===== src/rtl/ua_defs.svh =====
`ifndef UA_DEFS_SVH
`define UA_DEFS_SVH
// Register word indices; the byte address is four times the index.
`define UA_IDX_DATA 3'h0
`define UA_IDX_IER 3'h1
`define UA_IDX_IIR 3'h2
`define UA_IDX_LCR 3'h3
`define UA_IDX_MCR 3'h4
`define UA_IDX_LSR 3'h5
`define UA_IDX_MSR 3'h6
`define UA_IDX_SCR 3'h7
// Line control fields.
`define UA_LCR_WLS 1:0
`define UA_LCR_STB 2
`define UA_LCR_PEN 3
`define UA_LCR_EPS 4
`define UA_LCR_STICK 5
`define UA_LCR_BRK 6
`define UA_LCR_DIVISOR_ACCESS_BIT 7
// Modem control fields; modem control and interrupt-enable write masks.
`define UA_MCR_DTR 0
`define UA_MCR_RTS 1
`define UA_MCR_OUT1 2
`define UA_MCR_OUT2 3
`define UA_MCR_MASK 8'h1F
`define UA_IER_MASK 8'h0F
// Reset and fixed read values.
`define UA_IIR_NONE 8'h01
`define UA_DIV_RESET 16'h0001
// Sample-clock counts: centre of start bit, one cell, stop lengths.
`define UA_HALF_TICKS 4'h7
`define UA_CELL_TICKS 4'hF
`define UA_STOP1_TICKS 6'h0F
`define UA_STOP15_TICKS 6'h17
`define UA_STOP2_TICKS 6'h1F
// Last data bit index for a five-bit character.
`define UA_BASE_LAST 3'h4
`endif


===== src/rtl/ua_pkg.sv =====
package ua_pkg;
  typedef enum logic [2:0] {TX_IDLE, TX_START, TX_DATA, TX_PAR, TX_STOP}
    ua_tx_e;
  typedef enum logic [2:0] {RX_IDLE, RX_START, RX_DATA, RX_PAR, RX_STOP}
    ua_rx_e;
  typedef struct packed {
    logic [31:0] prdata;
    logic pready;
    logic pslverr;
    logic [15:0] div;
    logic [15:0] brg_cnt;
    logic tick;
    logic [7:0] interrupt_enable;
    logic [7:0] line_control;
    logic [7:0] modem_control;
    logic [7:0] spare_byte;
    logic [7:0] tx_holding;
    logic tx_holding_empty;
    logic tx_all_empty;
    ua_tx_e tx_st;
    logic [7:0] tx_shift_reg;
    logic [2:0] tx_bit;
    logic [5:0] tx_cnt;
    logic tx_line;
    logic sout;
    ua_rx_e rx_st;
    logic rx_prev;
    logic [3:0] rx_cnt;
    logic [2:0] rx_bit;
    logic [7:0] rx_shift_reg;
    logic rx_par;
    logic [7:0] rx_buffer;
    logic dr;
    logic oe;
    logic pe;
    logic fe;
    logic bi;
  } ua_state_s;
endpackage : ua_pkg


===== src/rtl/ua_core.sv =====
`timescale 1ns/1ns
`default_nettype none
`include "ua_defs.svh"
module ua_core
  import ua_pkg::*;
#(
  parameter logic [15:0] DIV_INIT = `UA_DIV_RESET
)(
  input wire logic SYS_CLK, // System clock, 25 MHz.
  input wire logic SRST, // Synchronous reset, active high.
  input wire logic PSEL, // APB select.
  input wire logic PENABLE, // APB access phase.
  input wire logic PWRITE, // APB direction, high for write.
  input wire logic [11:0] PADDR, // APB byte address.
  input wire logic [31:0] PWDATA, // APB write data.
  output logic [31:0] PRDATA, // APB read data.
  output logic PREADY, // APB ready.
  output logic PSLVERR, // APB error for unmapped address.
  input wire logic SERIAL_INPUT, // Serial line input.
  output logic SOUT, // Serial line output.
  output logic DTR_OUT, // Terminal ready, modem control bit zero.
  output logic RTS_OUT, // Request to send, modem control bit one.
  output logic OUT1, // General output one.
  output logic OUT2 // General output two.
);

  ua_state_s r_reg;
  ua_state_s r_next;

  // Parity bit for a character; stick mode sends the inverse of polarity.
  function automatic logic par_bit(input logic [7:0] d, input logic [1:0] wl,
                                   input logic even_parity_select, input logic stick);
    logic [7:0] m;
    m = 8'hFF >> (2'h3 - wl);
    if (stick)
      par_bit = ~even_parity_select;
    else
      par_bit = (^(d & m)) ^ ~even_parity_select;
  endfunction : par_bit

  // Last data bit index for the selected word length.
  // The index is three bits wide, so an eight-bit word ends at seven.
  function automatic logic [2:0] last_bit(input logic [1:0] wl);
    last_bit = `UA_BASE_LAST + {1'b0, wl};
  endfunction : last_bit

  // All next-state logic; a holding write wins over a load, while receive status sets win over read clears.
  always_comb
  begin
    logic acc;
    logic wr;
    logic rd;
    logic bad;
    logic divisor_access_bit;
    logic [2:0] idx;
    logic [7:0] rv;
    logic [7:0] wd;
    logic [5:0] stop_end;
    logic [7:0] rx_data;
    acc = 1'b0;
    wr = 1'b0;
    rd = 1'b0;
    bad = 1'b0;
    divisor_access_bit = 1'b0;
    idx = 3'h0;
    rv = 8'h00;
    wd = 8'h00;
    stop_end = `UA_STOP1_TICKS;
    rx_data = 8'h00;
    r_next = r_reg;
    idx = PADDR[4:2];
    wd = PWDATA[7:0];
    divisor_access_bit = r_reg.line_control[`UA_LCR_DIVISOR_ACCESS_BIT];
    bad = (PADDR[11:5] != 7'h00) || (PADDR[1:0] != 2'h0);
    // Read multiplexer; reserved and upper bits read as zero.
    case (idx)
      `UA_IDX_DATA: rv = divisor_access_bit ? r_reg.div[7:0] : r_reg.rx_buffer;
      `UA_IDX_IER: rv = divisor_access_bit ? r_reg.div[15:8] : r_reg.interrupt_enable;
      `UA_IDX_IIR: rv = `UA_IIR_NONE;
      `UA_IDX_LCR: rv = r_reg.line_control;
      `UA_IDX_MCR: rv = r_reg.modem_control;
      `UA_IDX_LSR: rv = {1'b0, r_reg.tx_all_empty, r_reg.tx_holding_empty, r_reg.bi,
                         r_reg.fe, r_reg.pe, r_reg.oe, r_reg.dr};
      `UA_IDX_SCR: rv = r_reg.spare_byte;
      default: rv = 8'h00;
    endcase
    // One wait state: ready rises in the second access cycle.
    // A refused access still answers, so the bus never hangs.
    r_next.pready = 1'b0;
    r_next.pslverr = 1'b0;
    if (PSEL && PENABLE && !r_reg.pready)
    begin
      r_next.pready = 1'b1;
      r_next.pslverr = bad;
      r_next.prdata = bad ? 32'h00000000 : {24'h000000, rv};
    end
    acc = PSEL && PENABLE && r_reg.pready && !r_reg.pslverr;
    wr = acc && PWRITE;
    rd = acc && !PWRITE;

    // Sixteen-times sample clock as a one-cycle enable; zero acts as one.
    // A new divisor takes hold at once, so one period may come out short.
    r_next.tick = 1'b0;
    if ((r_reg.brg_cnt + 16'h0001 >= r_reg.div) || (r_reg.div == 16'h0000))
    begin
      r_next.brg_cnt = 16'h0000;
      r_next.tick = 1'b1;
    end
    else
      r_next.brg_cnt = r_reg.brg_cnt + 16'h0001;

    // Transmitter. A load takes the old holding value before a bus write.
    // Stop length is read live, not latched per word.
    case (r_reg.line_control[1:0])
      2'h0: stop_end = r_reg.line_control[`UA_LCR_STB] ? `UA_STOP15_TICKS
                                              : `UA_STOP1_TICKS;
      default: stop_end = r_reg.line_control[`UA_LCR_STB] ? `UA_STOP2_TICKS
                                                 : `UA_STOP1_TICKS;
    endcase
    case (r_reg.tx_st)
      TX_IDLE:
      begin
        r_next.tx_line = 1'b1;
        if (!r_reg.tx_holding_empty)
        begin
          r_next.tx_shift_reg = r_reg.tx_holding;
          r_next.tx_holding_empty = 1'b1;
          r_next.tx_all_empty = 1'b0;
          r_next.tx_cnt = 6'h00;
          r_next.tx_line = 1'b0;
          r_next.tx_st = TX_START;
        end
        else
          r_next.tx_all_empty = 1'b1;
      end
      TX_START, TX_DATA, TX_PAR:
      begin
        if (r_reg.tick)
        begin
          r_next.tx_cnt = r_reg.tx_cnt + 6'h01;
          if (r_reg.tx_cnt[3:0] == `UA_CELL_TICKS)
          begin
            r_next.tx_cnt = 6'h00;
            if (r_reg.tx_st == TX_START)
            begin
              r_next.tx_st = TX_DATA;
              r_next.tx_bit = 3'h0;
              r_next.tx_line = r_reg.tx_shift_reg[0];
            end
            else if (r_reg.tx_st == TX_DATA &&
                     r_reg.tx_bit != last_bit(r_reg.line_control[`UA_LCR_WLS]))
            begin
              r_next.tx_bit = r_reg.tx_bit + 3'h1;
              r_next.tx_line = r_reg.tx_shift_reg[r_reg.tx_bit + 3'h1];
            end
            else if (r_reg.tx_st == TX_DATA && r_reg.line_control[`UA_LCR_PEN])
            begin
              r_next.tx_st = TX_PAR;
              r_next.tx_line = par_bit(r_reg.tx_shift_reg, r_reg.line_control[`UA_LCR_WLS],
                                       r_reg.line_control[`UA_LCR_EPS],
                                       r_reg.line_control[`UA_LCR_STICK]);
            end
            else
            begin
              r_next.tx_st = TX_STOP;
              r_next.tx_line = 1'b1;
            end
          end
        end
      end
      TX_STOP:
      begin
        if (r_reg.tick)
        begin
          r_next.tx_cnt = r_reg.tx_cnt + 6'h01;
          if (r_reg.tx_cnt == stop_end)
          begin
            r_next.tx_cnt = 6'h00;
            // The next word only enters once this one has gone.
            if (!r_reg.tx_holding_empty)
            begin
              r_next.tx_shift_reg = r_reg.tx_holding;
              r_next.tx_holding_empty = 1'b1;
              r_next.tx_line = 1'b0;
              r_next.tx_st = TX_START;
            end
            else
            begin
              r_next.tx_all_empty = 1'b1;
              r_next.tx_st = TX_IDLE;
            end
          end
        end
      end
      default: r_next.tx_st = TX_IDLE;
    endcase
    // Break overrides the line but leaves the transmitter running.
    r_next.sout = r_next.tx_line && !r_reg.line_control[`UA_LCR_BRK];

    // Receiver, driven by the sample-clock enable.
    // The previous sample updates on every tick, so each edge counts once.
    // An edge may be seen one tick late; centre sampling absorbs it.
    if (r_reg.tick)
    begin
      r_next.rx_prev = SERIAL_INPUT;
      case (r_reg.rx_st)
        RX_IDLE:
        begin
          if (r_reg.rx_prev && !SERIAL_INPUT)
          begin
            r_next.rx_cnt = 4'h0;
            r_next.rx_st = RX_START;
          end
        end
        RX_START:
        begin
          r_next.rx_cnt = r_reg.rx_cnt + 4'h1;
          if (r_reg.rx_cnt == `UA_HALF_TICKS)
          begin
            r_next.rx_cnt = 4'h0;
            r_next.rx_bit = 3'h0;
            r_next.rx_shift_reg = 8'h00;
            // A spike that is gone by mid-cell is dropped as noise.
            r_next.rx_st = SERIAL_INPUT ? RX_IDLE : RX_DATA;
          end
        end
        RX_DATA:
        begin
          r_next.rx_cnt = r_reg.rx_cnt + 4'h1;
          if (r_reg.rx_cnt == `UA_CELL_TICKS)
          begin
            r_next.rx_shift_reg[r_reg.rx_bit] = SERIAL_INPUT;
            r_next.rx_bit = r_reg.rx_bit + 3'h1;
            if (r_reg.rx_bit == last_bit(r_reg.line_control[`UA_LCR_WLS]))
              r_next.rx_st = r_reg.line_control[`UA_LCR_PEN] ? RX_PAR : RX_STOP;
          end
        end
        RX_PAR:
        begin
          r_next.rx_cnt = r_reg.rx_cnt + 4'h1;
          if (r_reg.rx_cnt == `UA_CELL_TICKS)
          begin
            r_next.rx_par = SERIAL_INPUT;
            r_next.rx_st = RX_STOP;
          end
        end
        RX_STOP:
        begin
          r_next.rx_cnt = r_reg.rx_cnt + 4'h1;
          if (r_reg.rx_cnt == `UA_CELL_TICKS)
            r_next.rx_st = RX_IDLE;
        end
        default: r_next.rx_st = RX_IDLE;
      endcase
    end

    // Register writes; the holding write lands after any load above.
    // Writing while holding-empty is low overwrites the waiting character.
    if (wr)
    begin
      case (idx)
        `UA_IDX_DATA:
        begin
          if (divisor_access_bit)
            r_next.div[7:0] = wd;
          else
          begin
            r_next.tx_holding = wd;
            r_next.tx_holding_empty = 1'b0;
            r_next.tx_all_empty = 1'b0;
          end
        end
        `UA_IDX_IER:
        begin
          if (divisor_access_bit)
            r_next.div[15:8] = wd;
          else
            r_next.interrupt_enable = wd & `UA_IER_MASK;
        end
        `UA_IDX_LCR: r_next.line_control = wd;
        `UA_IDX_MCR: r_next.modem_control = wd & `UA_MCR_MASK;
        `UA_IDX_SCR: r_next.spare_byte = wd;
        default: r_next.spare_byte = r_reg.spare_byte;
      endcase
    end
    // Read side effects come first, so status set below wins.
    if (rd && idx == `UA_IDX_DATA && !divisor_access_bit)
      r_next.dr = 1'b0;
    if (rd && idx == `UA_IDX_LSR)
    begin
      r_next.oe = 1'b0;
      r_next.pe = 1'b0;
      r_next.fe = 1'b0;
      r_next.bi = 1'b0;
    end

    // Character complete at stop-bit centre: load buffer, set status.
    // Status rises mid stop bit, before the line is back to idle.
    if (r_reg.tick && r_reg.rx_st == RX_STOP &&
        r_reg.rx_cnt == `UA_CELL_TICKS)
    begin
      rx_data = r_reg.rx_shift_reg;
      r_next.rx_buffer = rx_data;
      r_next.dr = 1'b1;
      // A buffer read in this very cycle takes the old word: no overrun.
      if (r_reg.dr && !(rd && idx == `UA_IDX_DATA && !divisor_access_bit))
        r_next.oe = 1'b1;
      if (r_reg.line_control[`UA_LCR_PEN] &&
          r_reg.rx_par != par_bit(rx_data, r_reg.line_control[`UA_LCR_WLS],
                                  r_reg.line_control[`UA_LCR_EPS],
                                  r_reg.line_control[`UA_LCR_STICK]))
        r_next.pe = 1'b1;
      if (!SERIAL_INPUT)
        r_next.fe = 1'b1;
      if (!SERIAL_INPUT && rx_data == 8'h00 &&
          !(r_reg.line_control[`UA_LCR_PEN] && r_reg.rx_par))
        r_next.bi = 1'b1;
    end
  end

  // State register with synchronous reset.
  // Divisor resets to its parameter, so no setup is needed before a frame.
  always_ff @(posedge SYS_CLK)
  begin
    if (SRST)
    begin
      r_reg <= '0;
      r_reg.div <= DIV_INIT;
      r_reg.tx_holding_empty <= 1'b1;
      r_reg.tx_all_empty <= 1'b1;
      r_reg.tx_st <= TX_IDLE;
      r_reg.rx_st <= RX_IDLE;
      r_reg.tx_line <= 1'b1;
      r_reg.sout <= 1'b1;
      r_reg.rx_prev <= 1'b1;
    end
    else
      r_reg <= r_next;
  end

  // Outputs straight from state flip-flops.
  // Nothing sits between register and pin, so outputs never glitch.
  assign PRDATA = r_reg.prdata;
  assign PREADY = r_reg.pready;
  assign PSLVERR = r_reg.pslverr;
  assign SOUT = r_reg.sout;
  assign DTR_OUT = r_reg.modem_control[`UA_MCR_DTR];
  assign RTS_OUT = r_reg.modem_control[`UA_MCR_RTS];
  assign OUT1 = r_reg.modem_control[`UA_MCR_OUT1];
  assign OUT2 = r_reg.modem_control[`UA_MCR_OUT2];

endmodule : ua_core
`default_nettype wire


===== config.mk =====
export PLATFORM = sky130hd
export DESIGN_NAME = ua_core
export DESIGN_NICKNAME = d
export VERILOG_FILES = /design/src/rtl/ua_pkg.sv /design/src/rtl/ua_core.sv
export VERILOG_INCLUDE_DIRS = /design/src /design/src/rtl
export SDC_FILE = /design/constraint.sdc
export NUM_CORES = 1
export LEC_CHECK = 0
export ABC_CLOCK_PERIOD_IN_PS = 3400
export BUFFER_PORTS_ARGS = -buffer_cell sky130_fd_sc_hd__clkbuf_2
export CAP_MARGIN = 20
export CELL_PAD_IN_SITES_DETAIL_PLACEMENT = 1
export CELL_PAD_IN_SITES_GLOBAL_PLACEMENT = 1
export CORE_UTILIZATION = 25
export DETAILED_ROUTE_END_ITERATION = 8
export PLACE_DENSITY_LB_ADDON = 0.05
export SYNTH_ARGS = -nofsm -noshare
export SYNTH_HDL_FRONTEND = slang
export SYNTH_SLANG_ARGS = --single-unit
export TNS_END_PERCENT = 10

===== constraint.sdc =====
create_clock -name SYS_CLK -period 3.4 [get_ports SYS_CLK]
set_clock_uncertainty 0.1 [all_clocks]
set_input_delay 0.34 -clock SYS_CLK [delete_from_list [all_inputs] [get_ports SYS_CLK]]
set_output_delay 0.34 -clock SYS_CLK [all_outputs]
set_load 0.005 [all_outputs]

==> impl_results.rst <==
.. list-table::
   :header-rows: 1

   * - Metric
     - Value
   * - Outcome
     - completed
   * - CTS buffer count
     - 17
   * - Fraction of registers with async set or reset after synthesis
     - 0%
   * - Global route total overflow
     - 0
   * - Critical-path cell list
     - nand2_1 > nor2_1 > nand3_1 > nor2_1 > nand3_1 > xnor2_1 > ha_1 > a21oi_1 > nor2b_1 > o21ai_0 > o211a_1 > o21ai_1 > buf_4 > nor3b_1
   * - Type of the most critical hold path
     - in -> reg
   * - Kind of start point of the critical path
     - flop
   * - Layout cells sized above 1
     - between 10% and 20%
   * - Hold Path Stages
     - 3
   * - Vias after detailed routing
     - between 6000 and 7000
   * - IO Port Bufs
     - 40
   * - Static Leak
     - between 3 and 4 nW
   * - DRT Wirelength
     - roughly 22000 um
   * - Post-CTS Repair Setup Buffers
     - 0
   * - Worst-case reg-to-reg path depth
     - 14
   * - Tot GR Track Use
     - between 10% and 20%
   * - Crit path max-delay family
     - simple AND/OR/NAND/NOR gates
   * - Final HPWL DP
     - between 15000 and 20000 um
   * - Largest fanout on the critical path
     - 17
   * - Quantity of hold-fixing buffers added after cts
     - 0
   * - Die W
     - around 170 um
   * - Number of flip-flops and latches in the synthesized netlist
     - approximately 130
   * - R2R Path End
     - r_reg[106]
   * - Maximum buffer depth of the clock tree
     - 2
   * - Max frequency
     - approximately 360 MHz
   * - Post-Synthesis Mean Instance Area
     - approximately 8.3 um2
   * - Normalized max-slew margin
     - a little under two fifths
   * - Power Dens Cells
     - 445 mW/mm2
   * - Std cell rows
     - a little over 60
   * - Latest clock arrival within the worst-skew pair
     - between 0.4 and 0.5 ns
   * - Placed cell count
     - ~1200
   * - Hold Crit Start
     - PWDATA[6]
   * - Total clock sinks
     - 133
   * - Max-Cap Viols
     - 0
   * - Clock Tree Root
     - clkbuf_16
   * - 1st-iter DRT viols
     - between 200 and 300
   * - Maximum cell stage delay along the critical path
     - between 0.4 and 0.5 ns
   * - Clock tree from TritonCTS
     - built
   * - Area growth from synthesis to layout
     - 13.4%
   * - Gate Count Post-Synth
     - 873
   * - Most used cells in the layout excluding fill and tap cells
     - 133 x dfxtp_1, 96 x nand2_1, 93 x nor2_1
   * - CORE AREA
     - around 0.028 mm2
   * - Final RePlAce weighted congestion
     - approximately 0.76
   * - Initial Util
     - between 20% and 30%
   * - Area used by multi-input combinational logic
     - approximately 0.004 mm2
   * - Proportion of synthesized chip area in sequential cells
     - between 30 and 40%
   * - Number of nets still failing antenna checks after routing
     - 0
   * - Max FFs per register
     - about 120
   * - Finish-stage setup viols
     - 0
   * - Critical path's slowest cell
     - dfxtp_1
   * - Via density per instance
     - around 4.8
   * - DRC violation count after routing
     - 0
   * - Clock transition time at the flip-flop clock pins of the worst setup and hold paths
     - ~0.060 ns
   * - Die height
     - roughly 170 um
   * - Final number of hold-violating endpoints
     - 0
   * - Yosys warning count
     - 0
   * - Initial antenna violation count
     - 0
   * - Utilization after layout
     - 29.2%
   * - Type of destination of the critical path
     - flop
   * - WP data arrival
     - 3.02 ns
   * - Synth Cell Area
     - approximately 0.0072 mm2
   * - Pre-CTS setup slack
     - ~0.58 ns
   * - VDD IR-drop max
     - between 300 and 400 uV
   * - Die Area
     - between 0.02 and 0.03 mm2
   * - Setup CP Type
     - reg -> reg
   * - Yosys cell types
     - 74
   * - Number of global-route vias before repair
     - 6232
   * - Number of top-level design ports
     - just under 90
   * - Number of cells in the finished layout apart from fillers
     - about 1300
   * - Number of nets in the finished design
     - about 950
   * - WL/cell
     - approximately 18 um
   * - Flip-flop cell with the highest count after synthesis
     - dfxtp_1
   * - Transition time at the pin with the least slew margin
     - just over 0.9 ns
   * - H-tree depth
     - 4
   * - Most common library cell in the layout ignoring fill and taps
     - dfxtp_1
   * - Clock period minus worst slack
     - 2.78 ns
   * - Count of TritonRoute iterations in the first routing pass
     - 4
   * - CP required
     - ~3.6 ns
   * - Launch instance of the worst register-to-register path
     - r_reg[100]
   * - Part of the cycle the worst path needs
     - about four fifths
   * - Overall power after layout
     - ~0.0036 W
   * - Launch point of the critical path
     - r_reg[100]
   * - Buffer and inverter count on the worst path
     - 1
   * - Final number of max-transition violations
     - 0
   * - Number of diodes
     - 0
   * - Pin count of the biggest net entering global routing
     - between 80 and 90
   * - Fin worst setup slack
     - 0.615 ns
   * - Flop-to-flop setup slack
     - 0.62 ns
   * - Footprint of the flip-flops and latches
     - 0.00266 mm2
   * - Post-synth EDFFs
     - 0
   * - Total of cells resized after clock tree synthesis
     - 0
   * - Capture endpoint of the worst hold path
     - r_reg[120]
   * - Wire length of the first global-routing pass
     - roughly 36000 um
   * - Setup_tns
     - 0 ns
   * - Total of fill cells in the finished design
     - 3383
   * - Setup repair after global routing missed its margin
     - no
-- per-stage QoR --
step	hold slack [ns]	instance area, um2
floorplan	0.332	7310
global placement	0.350	7590
detailed placement	0.348	7590
CTS	0.163	8190
global route	0.168	8190
finish	0.178	8190
-- cell usage after synthesis (all sizes together), types with 14 or more instances --
cell	number	area, um2
nand2	96	360
nand4	14	87.6
mux2i	44	440
ha	24	300
dfxtp	133	2660
inv	30	113
clkbuf	36	136
nor2	94	355
xnor2	19	166
a22oi	16	120
a21oi	75	375
nor3	18	100
nor3b	19	153
nand3	33	165
o21ai	32	160
buf	45	313
-- final cells by class --
| type | instances | area share, % |
|---|---|---|
| multi-input combinational | 652 | 49.9 |
| sequential | 133 | 32.5 |
| clock buffer | 19 | 5.41 |
| clock inverter | 12 | 1.89 |
| timing repair buffer | 46 | 3.18 |
| tap | 378 | 5.78 |
| inverter | 30 | 1.38 |
-- tightest hold or removal path, delay by kind of cell --
kind	cells	cell delay, ns
AO/OA/AOI/OAI	1	0.06
buffers and inverters	1	0.16
AND/OR/NAND/NOR	1	0.09
-- power by group --
| part | switching, W | total (W) | internal (W) |
|---|---|---|---|
| registers | 0.0000130 | 0.00158 | 0.00156 |
| logic | 0.000104 | 0.000145 | 0.0000417 |
| clock network | 0.000749 | 0.00192 | 0.00117 |
-- cell families after synthesis --
logic type                 after synthesis  synth area share (%)
AOI/OAI and AO/OA                      177                  15.3
and+or+nand+nor                        339                  23.2
muxes                                   56                  8.49
DFF                                    133                  36.9
adders and majority gates               24                  4.16
other                                    1                0.0519
xor gates and xnor gates                32                  4.07
buffers and inverters                  111                  7.78
-- how the worst max path moves through the flow --
stage            endpoint  slack [ns]  cells past startpoint
2_1_floorplan  r_reg[105]        0.80                     13
3_3_place_gp    r_reg[97]        0.62                     14
3_5_place_dp    r_reg[99]        0.58                     14
4_1_cts         r_reg[99]        0.56                     14
5_1_grt        r_reg[100]        0.21                     14
6_report       r_reg[106]        0.62                     14
-- layer usage --
metal  vias up  share of wire [%]  track usage, %
li1       3043                  -               -
met1      2986                 50            21.4
met5         -                  0               0
met3        19                2.8            2.91
met2        94                 46            25.6
met4         0                1.3            4.39
Note: power is estimated with default switching activity, not from simulation.
